File: src/hw/rxt_pkg.sv
// constants and types for the receive-timeout control block
//
// What this block does
// - The receive timeout is the wake event period times a constant set by timeout selection and wake resolution, times 26, over the crystal frequency.
// - With the carrier-sense early-exit bit set, receive ends early when no carrier sense (signal strength in ASK/OOK) appears in the first 8 symbols.
// - At timeout the block keeps receiving if a sync word was found, or, with the quality-check select bit set, if the preamble quality indicator is set.
// - The timeout period comes from the 13 upper bits of the wake event period and works in polled and normal receive alike.
package rxt_pkg;

  // ****************************************
  // register layout
  // ****************************************
  localparam logic [7:0] CFG_RESET       = 8'h07;
  localparam int         CFG_CS_EXIT_BIT = 4;
  localparam int         CFG_QUAL_BIT    = 3;
  localparam int         CFG_TIME_MSB    = 2;
  localparam int         CFG_TIME_LSB    = 0;
  localparam int         CFG_WIDTH       = 5;
  localparam logic [2:0] RX_TIME_NONE    = 3'h7;

  // ****************************************
  // timing
  // ****************************************
  localparam int         EVENT_WIDTH     = 16;
  localparam int         EVENT_USED_LSB  = 3;
  localparam int         EVENT_USED_BITS = 13;
  localparam int         LIMIT_WIDTH     = 17;
  localparam logic [3:0] SYMBOLS_CS      = 4'h8;

  // wake resolution scale, ratio of the constants across resolutions 0..3
  localparam logic [3:0] RES_SCALE_0     = 4'h1;
  localparam logic [3:0] RES_SCALE_1     = 4'h5;
  localparam logic [3:0] RES_SCALE_2     = 4'h9;
  localparam logic [3:0] RES_SCALE_3     = 4'hd;

  typedef enum logic [1:0] {
    ST_IDLE = 2'b00,
    ST_RUN  = 2'b01,
    ST_KEEP = 2'b10
  } rxt_state_t;

endpackage

File: src/hw/rxt_ctrl.sv
// receive-timeout control: config register, RC-period counter, early exit
`timescale 1ns/100ps
module rxt_ctrl
(
  input  wire logic                              SYS_CLK,
  input  wire logic                              RESETN,
  input  wire logic                              CFG_WE,
  input  wire logic [7:0]                        CFG_WDATA,
  output logic      [7:0]                        CFG_RDATA,
  input  wire logic [rxt_pkg::EVENT_WIDTH-1:0]   WAKE_EVENT_PERIOD,
  input  wire logic [1:0]                        WOR_RES,
  input  wire logic                              RC_OSC_CLK,
  input  wire logic                              RX_ACTIVE,
  input  wire logic                              RX_START,
  input  wire logic                              PACKET_END,
  input  wire logic                              SYMBOL_TICK,
  input  wire logic                              ASK_OOK_MODE,
  input  wire logic                              CARRIER_SENSE,
  input  wire logic                              RSSI_ABOVE_THRESH,
  input  wire logic                              SYNC_FOUND,
  input  wire logic                              PREAMBLE_QUALITY_INDICATOR,
  output logic                                   RX_TERMINATE,
  output logic                                   TIMEOUT_RUNNING
);
  import rxt_pkg::*;

  typedef struct packed {
    logic [CFG_WIDTH-1:0]   cfg;
    logic [7:0]             rdata;
    rxt_state_t             state;
    logic [LIMIT_WIDTH-1:0] count;
    logic [3:0]             sym_cnt;
    logic                   cs_seen;
    logic                   term;
    logic                   run;
  } rxt_ctrl_t;

  rxt_ctrl_t st;
  rxt_ctrl_t next_st;

  // ****************************************
  // timeout limit
  // ****************************************
  logic                       rc_tick;
  logic [2:0]                 rx_time;
  logic                       carrier_sense_early_exit;
  logic                       timeout_quality_check_select;
  logic [EVENT_USED_BITS-1:0] ev_used;
  logic [3:0]                 res_scale;
  logic [LIMIT_WIDTH-1:0]     limit;
  logic                       cs_src;
  logic                       cs_fail;
  logic                       expire;
  logic                       keep_ok;

  rxt_sync u_rc_sync
  (
    .clk      (SYS_CLK),
    .resetn   (RESETN),
    .async_in (RC_OSC_CLK),
    .rise     (rc_tick)
  );

  assign rx_time                      = st.cfg[CFG_TIME_MSB:CFG_TIME_LSB];
  assign carrier_sense_early_exit     = st.cfg[CFG_CS_EXIT_BIT];
  assign timeout_quality_check_select = st.cfg[CFG_QUAL_BIT];
  assign ev_used = WAKE_EVENT_PERIOD[EVENT_USED_LSB +: EVENT_USED_BITS];

  always_comb
  begin
    case (WOR_RES)
      2'h0:    res_scale = RES_SCALE_0;
      2'h1:    res_scale = RES_SCALE_1;
      2'h2:    res_scale = RES_SCALE_2;
      default: res_scale = RES_SCALE_3;
    endcase
  end

  // period scaled by resolution, halved per selection step
  assign limit = LIMIT_WIDTH'({4'h0, ev_used} * {13'h0, res_scale}) >> rx_time;

  assign cs_src  = ASK_OOK_MODE ? RSSI_ABOVE_THRESH : CARRIER_SENSE;
  assign expire  = (st.state == ST_RUN) && rc_tick && (st.count <= LIMIT_WIDTH'(1));
  assign cs_fail = (st.state == ST_RUN) && carrier_sense_early_exit && !st.cs_seen && !cs_src
                   && SYMBOL_TICK && (st.sym_cnt == SYMBOLS_CS - 4'h1);
  assign keep_ok = SYNC_FOUND || (timeout_quality_check_select && PREAMBLE_QUALITY_INDICATOR);

  // ****************************************
  // next state
  // ****************************************
  always_comb
  begin
    next_st      = st;
    next_st.term = 1'b0;
    if (CFG_WE)
      next_st.cfg = CFG_WDATA[CFG_WIDTH-1:0];
    next_st.rdata = {3'h0, next_st.cfg};
    case (st.state)
      ST_IDLE:
      begin
        if (RX_ACTIVE && RX_START)
        begin
          next_st.sym_cnt = 4'h0;
          next_st.cs_seen = 1'b0;
          next_st.count   = limit;
          if (rx_time == RX_TIME_NONE)
            next_st.state = ST_KEEP;
          else
            next_st.state = ST_RUN;
        end
      end
      ST_RUN:
      begin
        if (rc_tick)
          next_st.count = st.count - LIMIT_WIDTH'(1);
        if (SYMBOL_TICK && st.sym_cnt < SYMBOLS_CS)
          next_st.sym_cnt = st.sym_cnt + 4'h1;
        if (cs_src && st.sym_cnt < SYMBOLS_CS)
          next_st.cs_seen = 1'b1;
        if (!RX_ACTIVE || PACKET_END)
          next_st.state = ST_IDLE;
        else if (cs_fail)
        begin
          next_st.state = ST_IDLE;
          next_st.term  = 1'b1;
        end
        else if (expire)
        begin
          if (keep_ok)
            next_st.state = ST_KEEP;
          else
          begin
            next_st.state = ST_IDLE;
            next_st.term  = 1'b1;
          end
        end
      end
      ST_KEEP:
      begin
        if (!RX_ACTIVE || PACKET_END)
          next_st.state = ST_IDLE;
      end
      default:
        next_st.state = ST_IDLE;
    endcase
    next_st.run = (next_st.state == ST_RUN);
  end

  always_ff @(posedge SYS_CLK)
  begin
    if (!RESETN)
    begin
      st       <= '0;
      st.cfg   <= CFG_RESET[CFG_WIDTH-1:0];
      st.rdata <= CFG_RESET;
      st.state <= ST_IDLE;
    end
    else
      st <= next_st;
  end

  assign CFG_RDATA       = st.rdata;
  assign RX_TERMINATE    = st.term;
  assign TIMEOUT_RUNNING = st.run;
endmodule // rxt_ctrl

File: src/hw/rxt_sync.sv
// two-stage synchroniser with rising-edge pulse for the RC oscillator clock
`timescale 1ns/100ps
module rxt_sync
(
  input  wire logic clk,
  input  wire logic resetn,
  input  wire logic async_in,
  output logic      rise
);

  typedef struct packed {
    logic meta;
    logic stable;
    logic last;
    logic rise;
  } rxt_sync_t;

  rxt_sync_t st;
  rxt_sync_t next_st;

  always_comb
  begin
    next_st        = st;
    next_st.meta   = async_in;
    next_st.stable = st.meta;
    next_st.last   = st.stable;
    next_st.rise   = st.stable & ~st.last;
  end

  always_ff @(posedge clk)
  begin
    if (!resetn)
      st <= '0;
    else
      st <= next_st;
  end

  assign rise = st.rise;

endmodule // rxt_sync

File: config.mk
export PLATFORM = sky130hd
export DESIGN_NAME = rxt_ctrl
export DESIGN_NICKNAME = d
export VERILOG_FILES = /design/src/hw/rxt_pkg.sv /design/src/hw/rxt_ctrl.sv /design/src/hw/rxt_sync.sv
export SDC_FILE = /design/constraint.sdc
export NUM_CORES = 1
export LEC_CHECK = 0
export BUFFER_PORTS_ARGS = -buffer_cell sky130_fd_sc_hd__buf_2
export CAP_MARGIN = 15
export CORE_ASPECT_RATIO = 0.6
export CORE_MARGIN = 5
export CORE_UTILIZATION = 25
export CTS_BUF_LIST = sky130_fd_sc_hd__clkbuf_4 sky130_fd_sc_hd__clkbuf_8 sky130_fd_sc_hd__clkbuf_16
export CTS_CLUSTER_DIAMETER = 30
export CTS_CLUSTER_SIZE = 12
export DETAILED_ROUTE_END_ITERATION = 12
export PLACE_DENSITY = 0.47
export SYNTH_ARGS = -nofsm -noshare
export SYNTH_HDL_FRONTEND = slang
export SYNTH_SLANG_ARGS = --single-unit
File: constraint.sdc
create_clock -name SYS_CLK -period 4.3 [get_ports SYS_CLK]
set_input_delay 0.645 -clock SYS_CLK [delete_from_list [all_inputs] [get_ports SYS_CLK]]
set_output_delay 0.645 -clock SYS_CLK [all_outputs]
set_load 0.03 [all_outputs]
* Word-level counts from Yosys, hierarchy flattened
Index checks and enable logic that the tools add are counted.
** Word-level totals
- Bits in registers :: 38
- Input bits :: 39
** Operators by class
- $add $sub $neg :: 2
- $mul :: 1
- Magnitude comparators :: 2
- Eq/ne operators :: 11
- Shifts and indexed selects :: 1
- Mux-type cells :: 18
- Bitwise gates (word level) :: 4
- Reduce and logical (&&, ||, !) cells :: 23
** Operators with widths (number)
- case mux 22 bit (2 select lines) :: 1
- two-way mux 24 bit :: 1
- less-or-equal comparator 17 x 1 -> 1 bit, second input constant :: 1
- multiplier 13 x 4 -> 17 bit :: 1
- two-way mux 17 bit :: 1
- right shift 17 x 3 -> 17 bit :: 1
- subtractor 17 x 1 -> 17 bit, second input constant :: 1
- two-way mux 2 bit :: 6
- case mux 4 bit (3 select lines) :: 1
- logical AND 1 bit :: 11
- AND reduction 3 bit :: 3
- == test 2 x 1 -> 1 bit, second input constant :: 3
- != test 2 x 1 -> 1 bit, second input constant :: 3
- case mux 2 bit (3 select lines) :: 1
- two-way mux 1 bit :: 5
- two-way mux 5 bit :: 1
- adder 4 x 1 -> 4 bit, second input constant :: 1
- == test 2 bit, second input constant :: 2
- == test 4 x 3 -> 1 bit, second input constant :: 1
- logical NOT 2 bit :: 2
- less-than comparator 4 bit, second input constant :: 1
- two-way mux 4 bit :: 1
- == test 3 bit, second input constant :: 1
- logical NOT 1 bit :: 3
- other kinds (6) :: 9

* Logic depth before layout (Yosys ltp)
Gate-level depths: netlist (run 1).
- Depth after elaboration :: 10
- Gate-level depth with buffers :: 16

* Hierarchy
A second synthesis (run 1) with hierarchy kept.
** Unflattened totals
- Cell total of the unflattened synthesis :: 503
- Area, all modules :: 4028.9 um^2
** By module, submodules not included
- rxt_ctrl :: instances 1, cells each 495, area each 3917.5 um^2
- rxt_sync :: instances 1, cells each 8, area each 111.4 um^2

* Worst setup path after synthesis (run 1)
OpenSTA, ideal clock, no wires.
- Kind :: input to register
- Start point :: input port WOR_RES[1]
- End point :: register st[17] in the netlist's numbering
- Library setup time :: 125 ps
- Arrival :: 3888 ps
- Required time :: 4175 ps
- Slack :: 287 ps
- Stages :: 15
- Buffers on the path :: 2
- Cells stage by stage :: clkbuf_1 -> and2_1 -> ha_1 -> inv_1 -> fa_1 -> inv_1 -> ha_1 -> o21ai_1 -> a21oi_1 -> mux2_2 -> or4_1 -> buf_2 -> mux2_4 -> o211ai_1 -> a31oi_1
** Between the ends
- Cells in the longest elaborated chain, start to end :: 6
- Elaborated cells between the ends (all ways) :: 8
** RTL lines
- start: declaration :: RTL line rxt_ctrl.sv:11 : input wire logic [1:0] WOR_RES,
- == test 2 bit (tied with other cells) :: RTL line rxt_ctrl.sv:71 : case (WOR_RES)
- case mux 4 bit (3 select lines) (*) :: RTL line rxt_ctrl.sv:71
- multiplier 13 x 4 -> 17 bit (*) :: RTL line rxt_ctrl.sv:80 : assign limit = LIMIT_WIDTH'({4'h0, ev_used} * {13'h0, res_scale}) >> rx_time;
- right shift 17 x 3 -> 17 bit (*) :: RTL line rxt_ctrl.sv:80
- two-way mux 24 bit (*) :: RTL line rxt_ctrl.sv:101 : if (RX_ACTIVE && RX_START)
- case mux 22 bit (2 select lines) (*) :: RTL line rxt_ctrl.sv:98 : case (st.state)
- end signal: assignment :: RTL line rxt_ctrl.sv:159 : st <= next_st;
- end: declaration :: RTL line rxt_ctrl.sv:38 : rxt_ctrl_t st;
Every way passes the cells marked *; elsewhere a longest branch is shown, timed or not. The select of a mux whose other input is x is not followed.
A chain may end at the register's enable or synchronous reset.

* Worst setup path after layout (run 1)
- Start point :: input port WOR_RES[1]
- End point :: register st[19] in the netlist's numbering
The elaborated chain is that of the path after synthesis.

==> metrics, run 1 <==
Req. time, crit path 4.52 ns; register area share after synthesis 18.20%; HPWL after detailed placement 8178 um; grt ovf 0; drt pass-1 iters 5; Area Overhead vs Synth 13.10%; VDD IR-drop max 135.4 uV; post-CTS setup buffer count 0; die area roughly 0.018 mm2; I/O Buffers 39; Finished Core Util 28.57%; Die W 170.2 um; Setup TNS 0 ns; minimum clock period 3.886 ns; Fin Clk Skew 0.006100 ns; Worst-Margin Slew 1.057 ns; Compound-Gate Fraction of Synth Area approximately a quarter; Max Root-Sink Buffers 2; ys async rst share 0%; CP Data Arrival Time 4.11 ns; CTS Root Cell clkbuf_16; Die Span Y 106.1 um; mux cell area share after synthesis approximately 5.4%; Setup Viol. Count Final 0; Crit Path Class in -> reg; Netlist cell types 61; largest incremental delay on the critical path about 0.52 ns; initial antenna violation count 0; WL per Instance 14.36 um; Post-Synthesis Cell Area 0.003850 mm2; PwrDens ~310 mW/mm2; largest family of logic cells by synthesized area compound AO/OA/AOI/OAI gates; crit start category primary input; worst skew pair latency 0.29 ns; Num Clock Sinks 35; first-pass GRT wire length 17420 um; Initial DRC Count around 210; Post-Synth XOR/XNOR Area between 5 and 6%; slew margin rel. 29.43%; CTS buffer count 5; CP Max Fanout 13; Yosys Warn Count 0; Worst path slowest cell fa_1; nets@finish 597; Routed Wire Length 10320 um; Hold Violations, Final 0; Worst path depth 12; H-tree Lvls 2; Synth Flop Type dfxtp_1; synthesized flop and latch total 35; largest net degree at the start of global routing 34; Slew Limit Fails 0; Placer Congestion between 0.8 and 0.9; Post-Synthesis Cells 491; CP Cell Sequence buf_2, and2_1, ha_1, fa_1, fa_1, a21o_1, a22oi_1, o211ai_1, and3_1, o311ai_0, o311ai_0, a21oi_1; share of layout cells above drive strength 1 between 10% and 20%; CTS tree built; number of global-route vias before repair ~3.4k; Post-CTS Hold Buffers 0; Initial Util 25.26%; Avg Cell Area, Syn ~7.8 um2; core area 0.01524 mm2; maxcap violations 0; Final Cycle Share 90.36%; Post-DRT Antenna Nets 0; cell family with most CP delay compound AO/OA/AOI/OAI gates; Worst Hold Class reg -> reg; overall routing resource usage between 10% and 20%; status finished clean; reg2reg path depth 6; antenna diode count 0; via/cell ratio 4.917; clock-pin slew on the worst setup and hold paths about 0.06 ns; leakage power between 1.5 and 2 nW; post_cts resized 0; DRC 0; Hold Crit Depth 1; EDFF count, synth 0; Vias 3535; RSZ-0062 raised after global routing false; post-synthesis simple-gate area fraction 22.46%; Synth Area in Adders 15.92%; CP endpoint kind flip-flop; Cell Rows 35; Fmax achieved 257.4 MHz; CP Buf/Inv Count 1; Ports 49
[final timing paths]
kind,start,to,slack (ns)
setup / recovery,WOR_RES[1],st[19],0.41
hold / removal,u_rc_sync.st[1],u_rc_sync.rise,0.38
setup reg to reg,st[24],st[15],1.75
hold reg to reg,u_rc_sync.st[1],u_rc_sync.rise,0.38
[final cells by class]
cell class / count / area [um2]
Inverter: 49 / 183.9
Multi-Input combinational cell: 377 / 2818
Sequential cell: 35 / 700.7
Timing Repair Buffer: 47 / 252.7
Clock buffer: 6 / 132.6
Clock inverter: 2 / 12.51
Tap cell: 203 / 254.0
Fill cell: 1695 / 10890
[stage by stage]
| step | total power, mW | hold WS, ns | std cells | instance area [um2] | worst slack (ns) |
|---|---|---|---|---|---|
| finish | 1.355 | 0.3828 | 719 | 4354 | 0.4143 |
| floorplan | 0.8462 | 0.3674 | 493 | 3857 | 0.2867 |
| global route | 1.458 | 0.3959 | 719 | 4354 | 0.1296 |
| CTS | 1.365 | 0.3863 | 718 | 4349 | 0.4138 |
| detailed placement | 0.9893 | 0.3779 | 710 | 4204 | 0.1175 |
| global placement | 0.9848 | 0.3725 | 710 | 4204 | 0.1286 |
[cell usage in the layout (no fill, tap or decap), types with 6 or more instances in the layout]
cell | synthesis | routed
or3_1 | 6 | 6
and2_1 | 31 | 31
xor2_1 | 13 | 13
dfxtp_1 | 35 | 35
nor3_1 | 16 | 16
o31ai_1 | 7 | 7
o211ai_1 | 14 | 14
xnor2_1 | 12 | 12
buf_4 | 8 | 7
nand3_1 | 7 | 7
mux2i_1 | 7 | 7
fa_1 | 10 | 10
o21ai_0 | 26 | 26
a221oi_1 | 8 | 8
nand2_1 | 32 | 32
nor2_1 | 27 | 27
buf_2 | 6 | 40
a21oi_1 | 31 | 31
a31oi_1 | 7 | 7
ha_1 | 33 | 33
inv_1 | 49 | 49
[Yosys cell counts (4+ instances only)]
master / n / area, um2
buf_2: 6 / 30.03
nor3_1: 16 / 80.08
a21oi_1: 31 / 155.2
nor4_1: 4 / 25.02
dfxtp_1: 35 / 700.7
a211oi_1: 4 / 30.03
and3_1: 4 / 25.02
mux2i_1: 7 / 70.07
ha_1: 33 / 412.9
o21ai_0: 26 / 130.1
nand3b_1: 4 / 30.03
mux4_2: 4 / 90.09
or3_1: 6 / 37.54
nor2b_1: 6 / 37.54
xnor2_1: 12 / 105.1
nand4_1: 4 / 25.02
o31ai_1: 7 / 52.55
buf_4: 8 / 60.06
or4_1: 4 / 30.03
a221oi_1: 8 / 70.07
and2_1: 31 / 193.9
nand2b_1: 4 / 25.02
nand2_1: 32 / 120.1
xor2_1: 13 / 113.9
fa_1: 10 / 200.2
a31oi_1: 7 / 43.79
inv_1: 49 / 183.9
o211ai_1: 14 / 105.1
nand3_1: 7 / 35.03
clkbuf_1: 17 / 63.81
nor2_1: 27 / 101.4
[logic make-up (layout without fill, tap and decap cells)]
group                      after synthesis  after routing
and+or+nand+nor                        161            161
AOI/OAI and AO/OA                      130            130
buffers and inverters                   81            104
adders and majority gates               43             43
DFF                                     35             35
xor gates and xnor gates                25             25
muxes                                   15             15
other                                    1              3
[flip-flops by register name (all words and copies together), names as in the netlist]
| register | flops |
|---|---|
| CFG_RDATA | 5 |
| RX_TERMINATE | 1 |
| TIMEOUT_RUNNING | 1 |
| st | 24 |
| u_rc_sync.next_st | 2 |
| u_rc_sync.rise | 1 |
| u_rc_sync.st | 1 |
[power by group]
group          internal (mW)  total [mW]  switching (mW)
logic                  0.256       0.623           0.368
registers              0.342       0.367          0.0249
clock network          0.220       0.366           0.145
total                  0.817        1.36           0.538
[per-layer routing]
metal  share of wire [%]  vias to the layer above  GRT usage [%]  wire [um]
met5                   0                        -              0          0
met4                 1.2                        0          2.507        128
met2                  39                       73          16.07       4036
met1                  55                     1654          18.20       5695
met3                 4.5                       11          2.899        462
li1                    -                     1797              -          -
No activity file was read; power rests on OpenSTA's default activity.
==> run 2, diff against run 1 <==
--- a/config.mk
+++ b/config.mk
@@ -5,7 +5,7 @@
 export SDC_FILE = /design/constraint.sdc
 export NUM_CORES = 1
 export LEC_CHECK = 0
-export BUFFER_PORTS_ARGS = -buffer_cell sky130_fd_sc_hd__buf_2
+export BUFFER_PORTS_ARGS = -buffer_cell sky130_fd_sc_hd__buf_4
 export CAP_MARGIN = 15
 export CORE_ASPECT_RATIO = 0.6
 export CORE_MARGIN = 5
==> run 2 against run 1 <==
Net effect:
- register-to-register slack worse by 0.06 ns
- clock-buffer cell count stayed put
- clock skew is 0.0040 ns higher
- clock power is 5% higher
- largest power group unchanged
- setup slack better by 0.024 ns
- total power is 1.9% higher
- sequential share of layout area is 0.36 points lower
- maximum frequency is 0.62% higher
==> metrics, run 2 (synthesis gave the netlist of run 1 again) <==
core area 0.01524 mm2 (unchanged); leakage power 1.950 nW (+1.6%); switching pwr 544.7 uW (+1.3%); clock-pin slew on the worst setup and hold paths 0.06 ns (about the same); most frequent cells in the layout inv_1, buf_4, dfxtp_1; number of global-route vias before repair 3460 (+2.0%); nets@finish 596 (-0.17%); Die Span Y 106.1 um (unchanged); Post-DRT Antenna Nets 0 (unchanged); PwrDens 310.1 mW/mm2 (-0.39%); clock power share 27.8% (+0.8 points); Crit Path Class in -> reg; post_cts resized 0 (unchanged); Slew Limit Fails 0 (unchanged); HPWL after detailed placement 8159 um (-0.24%); DRC 0 (unchanged); VDD IR-drop max 148.9 uV (+10%); CTS Root Cell clkbuf_16; CP Max Fanout 13 (unchanged); Area Overhead vs Synth 15.70%; final cell count without fillers 718 (-0.14%); Setup TNS 0 ns (unchanged); minimum clock period 3.862 ns (-0.02411 ns); Die W 170.2 um (unchanged); Num Clock Sinks 35 (unchanged); Setup Viol. Count Final 0 (unchanged); Initial Util 25.26% (unchanged); I/O Buffers 39 (unchanged); Initial DRC Count 182 (-14%); post-CTS setup buffer count 0 (unchanged); worst skew pair latency 0.29 ns (about the same); initial antenna violation count 0 (unchanged); Routed Wire Length 10370 um (+0.49%); grt ovf 0 (unchanged); Worst Hold Class reg -> reg; Switching Fraction 39.44% (-0.25 points); largest net degree at the start of global routing 34 (unchanged); Fin Clk Skew 0.01013 ns (+0.004030 ns); max FFs per register 24 (unchanged); Design Area, Final 0.004454 mm2 (+2.3%); antenna diode count 0 (unchanged); Req. time, crit path 4.50 ns (-0.02 ns); WL per Instance 14.45 um (+0.63%); Flop pwr share 26.6% (-0.5 points); slew margin rel. 29.83% (+0.40 points); die area 0.01806 mm2 (unchanged); CTS buffer count 5 (unchanged); via/cell ratio 4.994 (+1.6%); RSZ-0062 raised after global routing false; Worst-Margin Slew 1.051 ns (-0.005985 ns); final hold slack 0.3839 ns (+0.001161 ns); Placer Congestion 0.8074 (-0.84%); placed insts 710 (unchanged); Final Cycle Share 89.80% (-0.56 points); internal power 836.4 uW (+2.3%); H-tree Lvls 2 (unchanged); overall routing resource usage 11.73% (-0.013 points); crit start category primary input; Vias 3586 (+1.4%); Post-CTS Hold Buffers 0 (unchanged); CP Data Arrival Time 4.06 ns (-0.05 ns); Max Root-Sink Buffers 2 (unchanged); Placed Area 0.004299 mm2 (+2.3%); Cell Rows 35 (unchanged); CTS tree built; Finished Core Util 29.23% (+0.66 points); Fmax achieved 259.0 MHz (+0.62%); Ports 49 (unchanged); share of layout cells above drive strength 1 14.56% (-0.17 points); Biggest register st; maxcap violations 0 (unchanged); drt pass-1 iters 4 (-1); CP endpoint kind flip-flop; Comb power frac 45.6% (-0.4 points); Hold Violations, Final 0 (unchanged); status finished clean; commonest non-fill, non-tap cell in the layout inv_1; first-pass GRT wire length 17470 um (+0.32%)
## run 2: cell count changes in the layout (fill, tap and decap cells not counted)
| cell | previous run | this run |
|---|---|---|
| buf_4 | 7 | 45 |
| clkinv_4 | 0 | 1 |
| clkbuf_4 | 1 | 0 |
| clkbuf_8 | 0 | 1 |
| buf_2 | 40 | 1 |
| clkinv_2 | 1 | 0 |
## run 2: worst max-delay path, cell delays in order
cell      delay, ns
buf_4          0.15
and2_1         0.14
ha_1           0.31
fa_1           0.53
fa_1           0.48
a21o_1         0.24
a221oi_2       0.38
xnor2_1        0.26
and2_1         0.21
a21oi_1        0.06
a211o_1        0.39
a311oi_1       0.27
## run 2: through the flow
stage | setup slack, ns | total power, mW
finish | 0.4385 | 1.381
global placement | 0.1513 | 0.9926
detailed placement | 0.1354 | 0.9983
global route | 0.1152 | 1.480
floorplan | 0.2867 | 0.8462
CTS | 0.4351 | 1.390
## run 2: routing by layer
metal | wire length [um] | track usage [%] | up-vias
met1 | 5774 | 18.32 | 1712
met2 | 4108 | 16.26 | 72
met5 | 0 | 0 | -
met3 | 415 | 2.453 | 9
met4 | 76 | 2.393 | 0
li1 | - | - | 1793
## run 2: power groups by stage
stage | Sequential [mW] | Clock (mW) | Combinational (mW)
final | 0.367 | 0.384 | 0.630
after global routing | 0.370 | 0.404 | 0.706
after global placement | 0.373 | 0 | 0.620
after CTS | 0.366 | 0.392 | 0.632
after floorplan | 0.364 | 0 | 0.483
after detailed placement | 0.373 | 0 | 0.625
## run 2: cell type report
type | instances | area, um2
clock buffer | 6 | 138.9
clock inverter | 2 | 16.27
fill | 1664 | 10790
inverter | 49 | 183.9
multi-input combinational | 377 | 2818
sequential | 35 | 700.7
tap | 203 | 254.0
timing repair buffer | 46 | 342.8
## run 2: path summary, 6_finish.rpt
check | startpoint | end | slack, ns | cells past startpoint
setup / recovery | WOR_RES[1] | st[10] | 0.44 | 12
hold / removal | u_rc_sync.st[1] | u_rc_sync.rise | 0.38 | 1
setup reg to reg | st[24] | st[7] | 1.69 | 6
hold reg to reg | u_rc_sync.st[1] | u_rc_sync.rise | 0.38 | 1
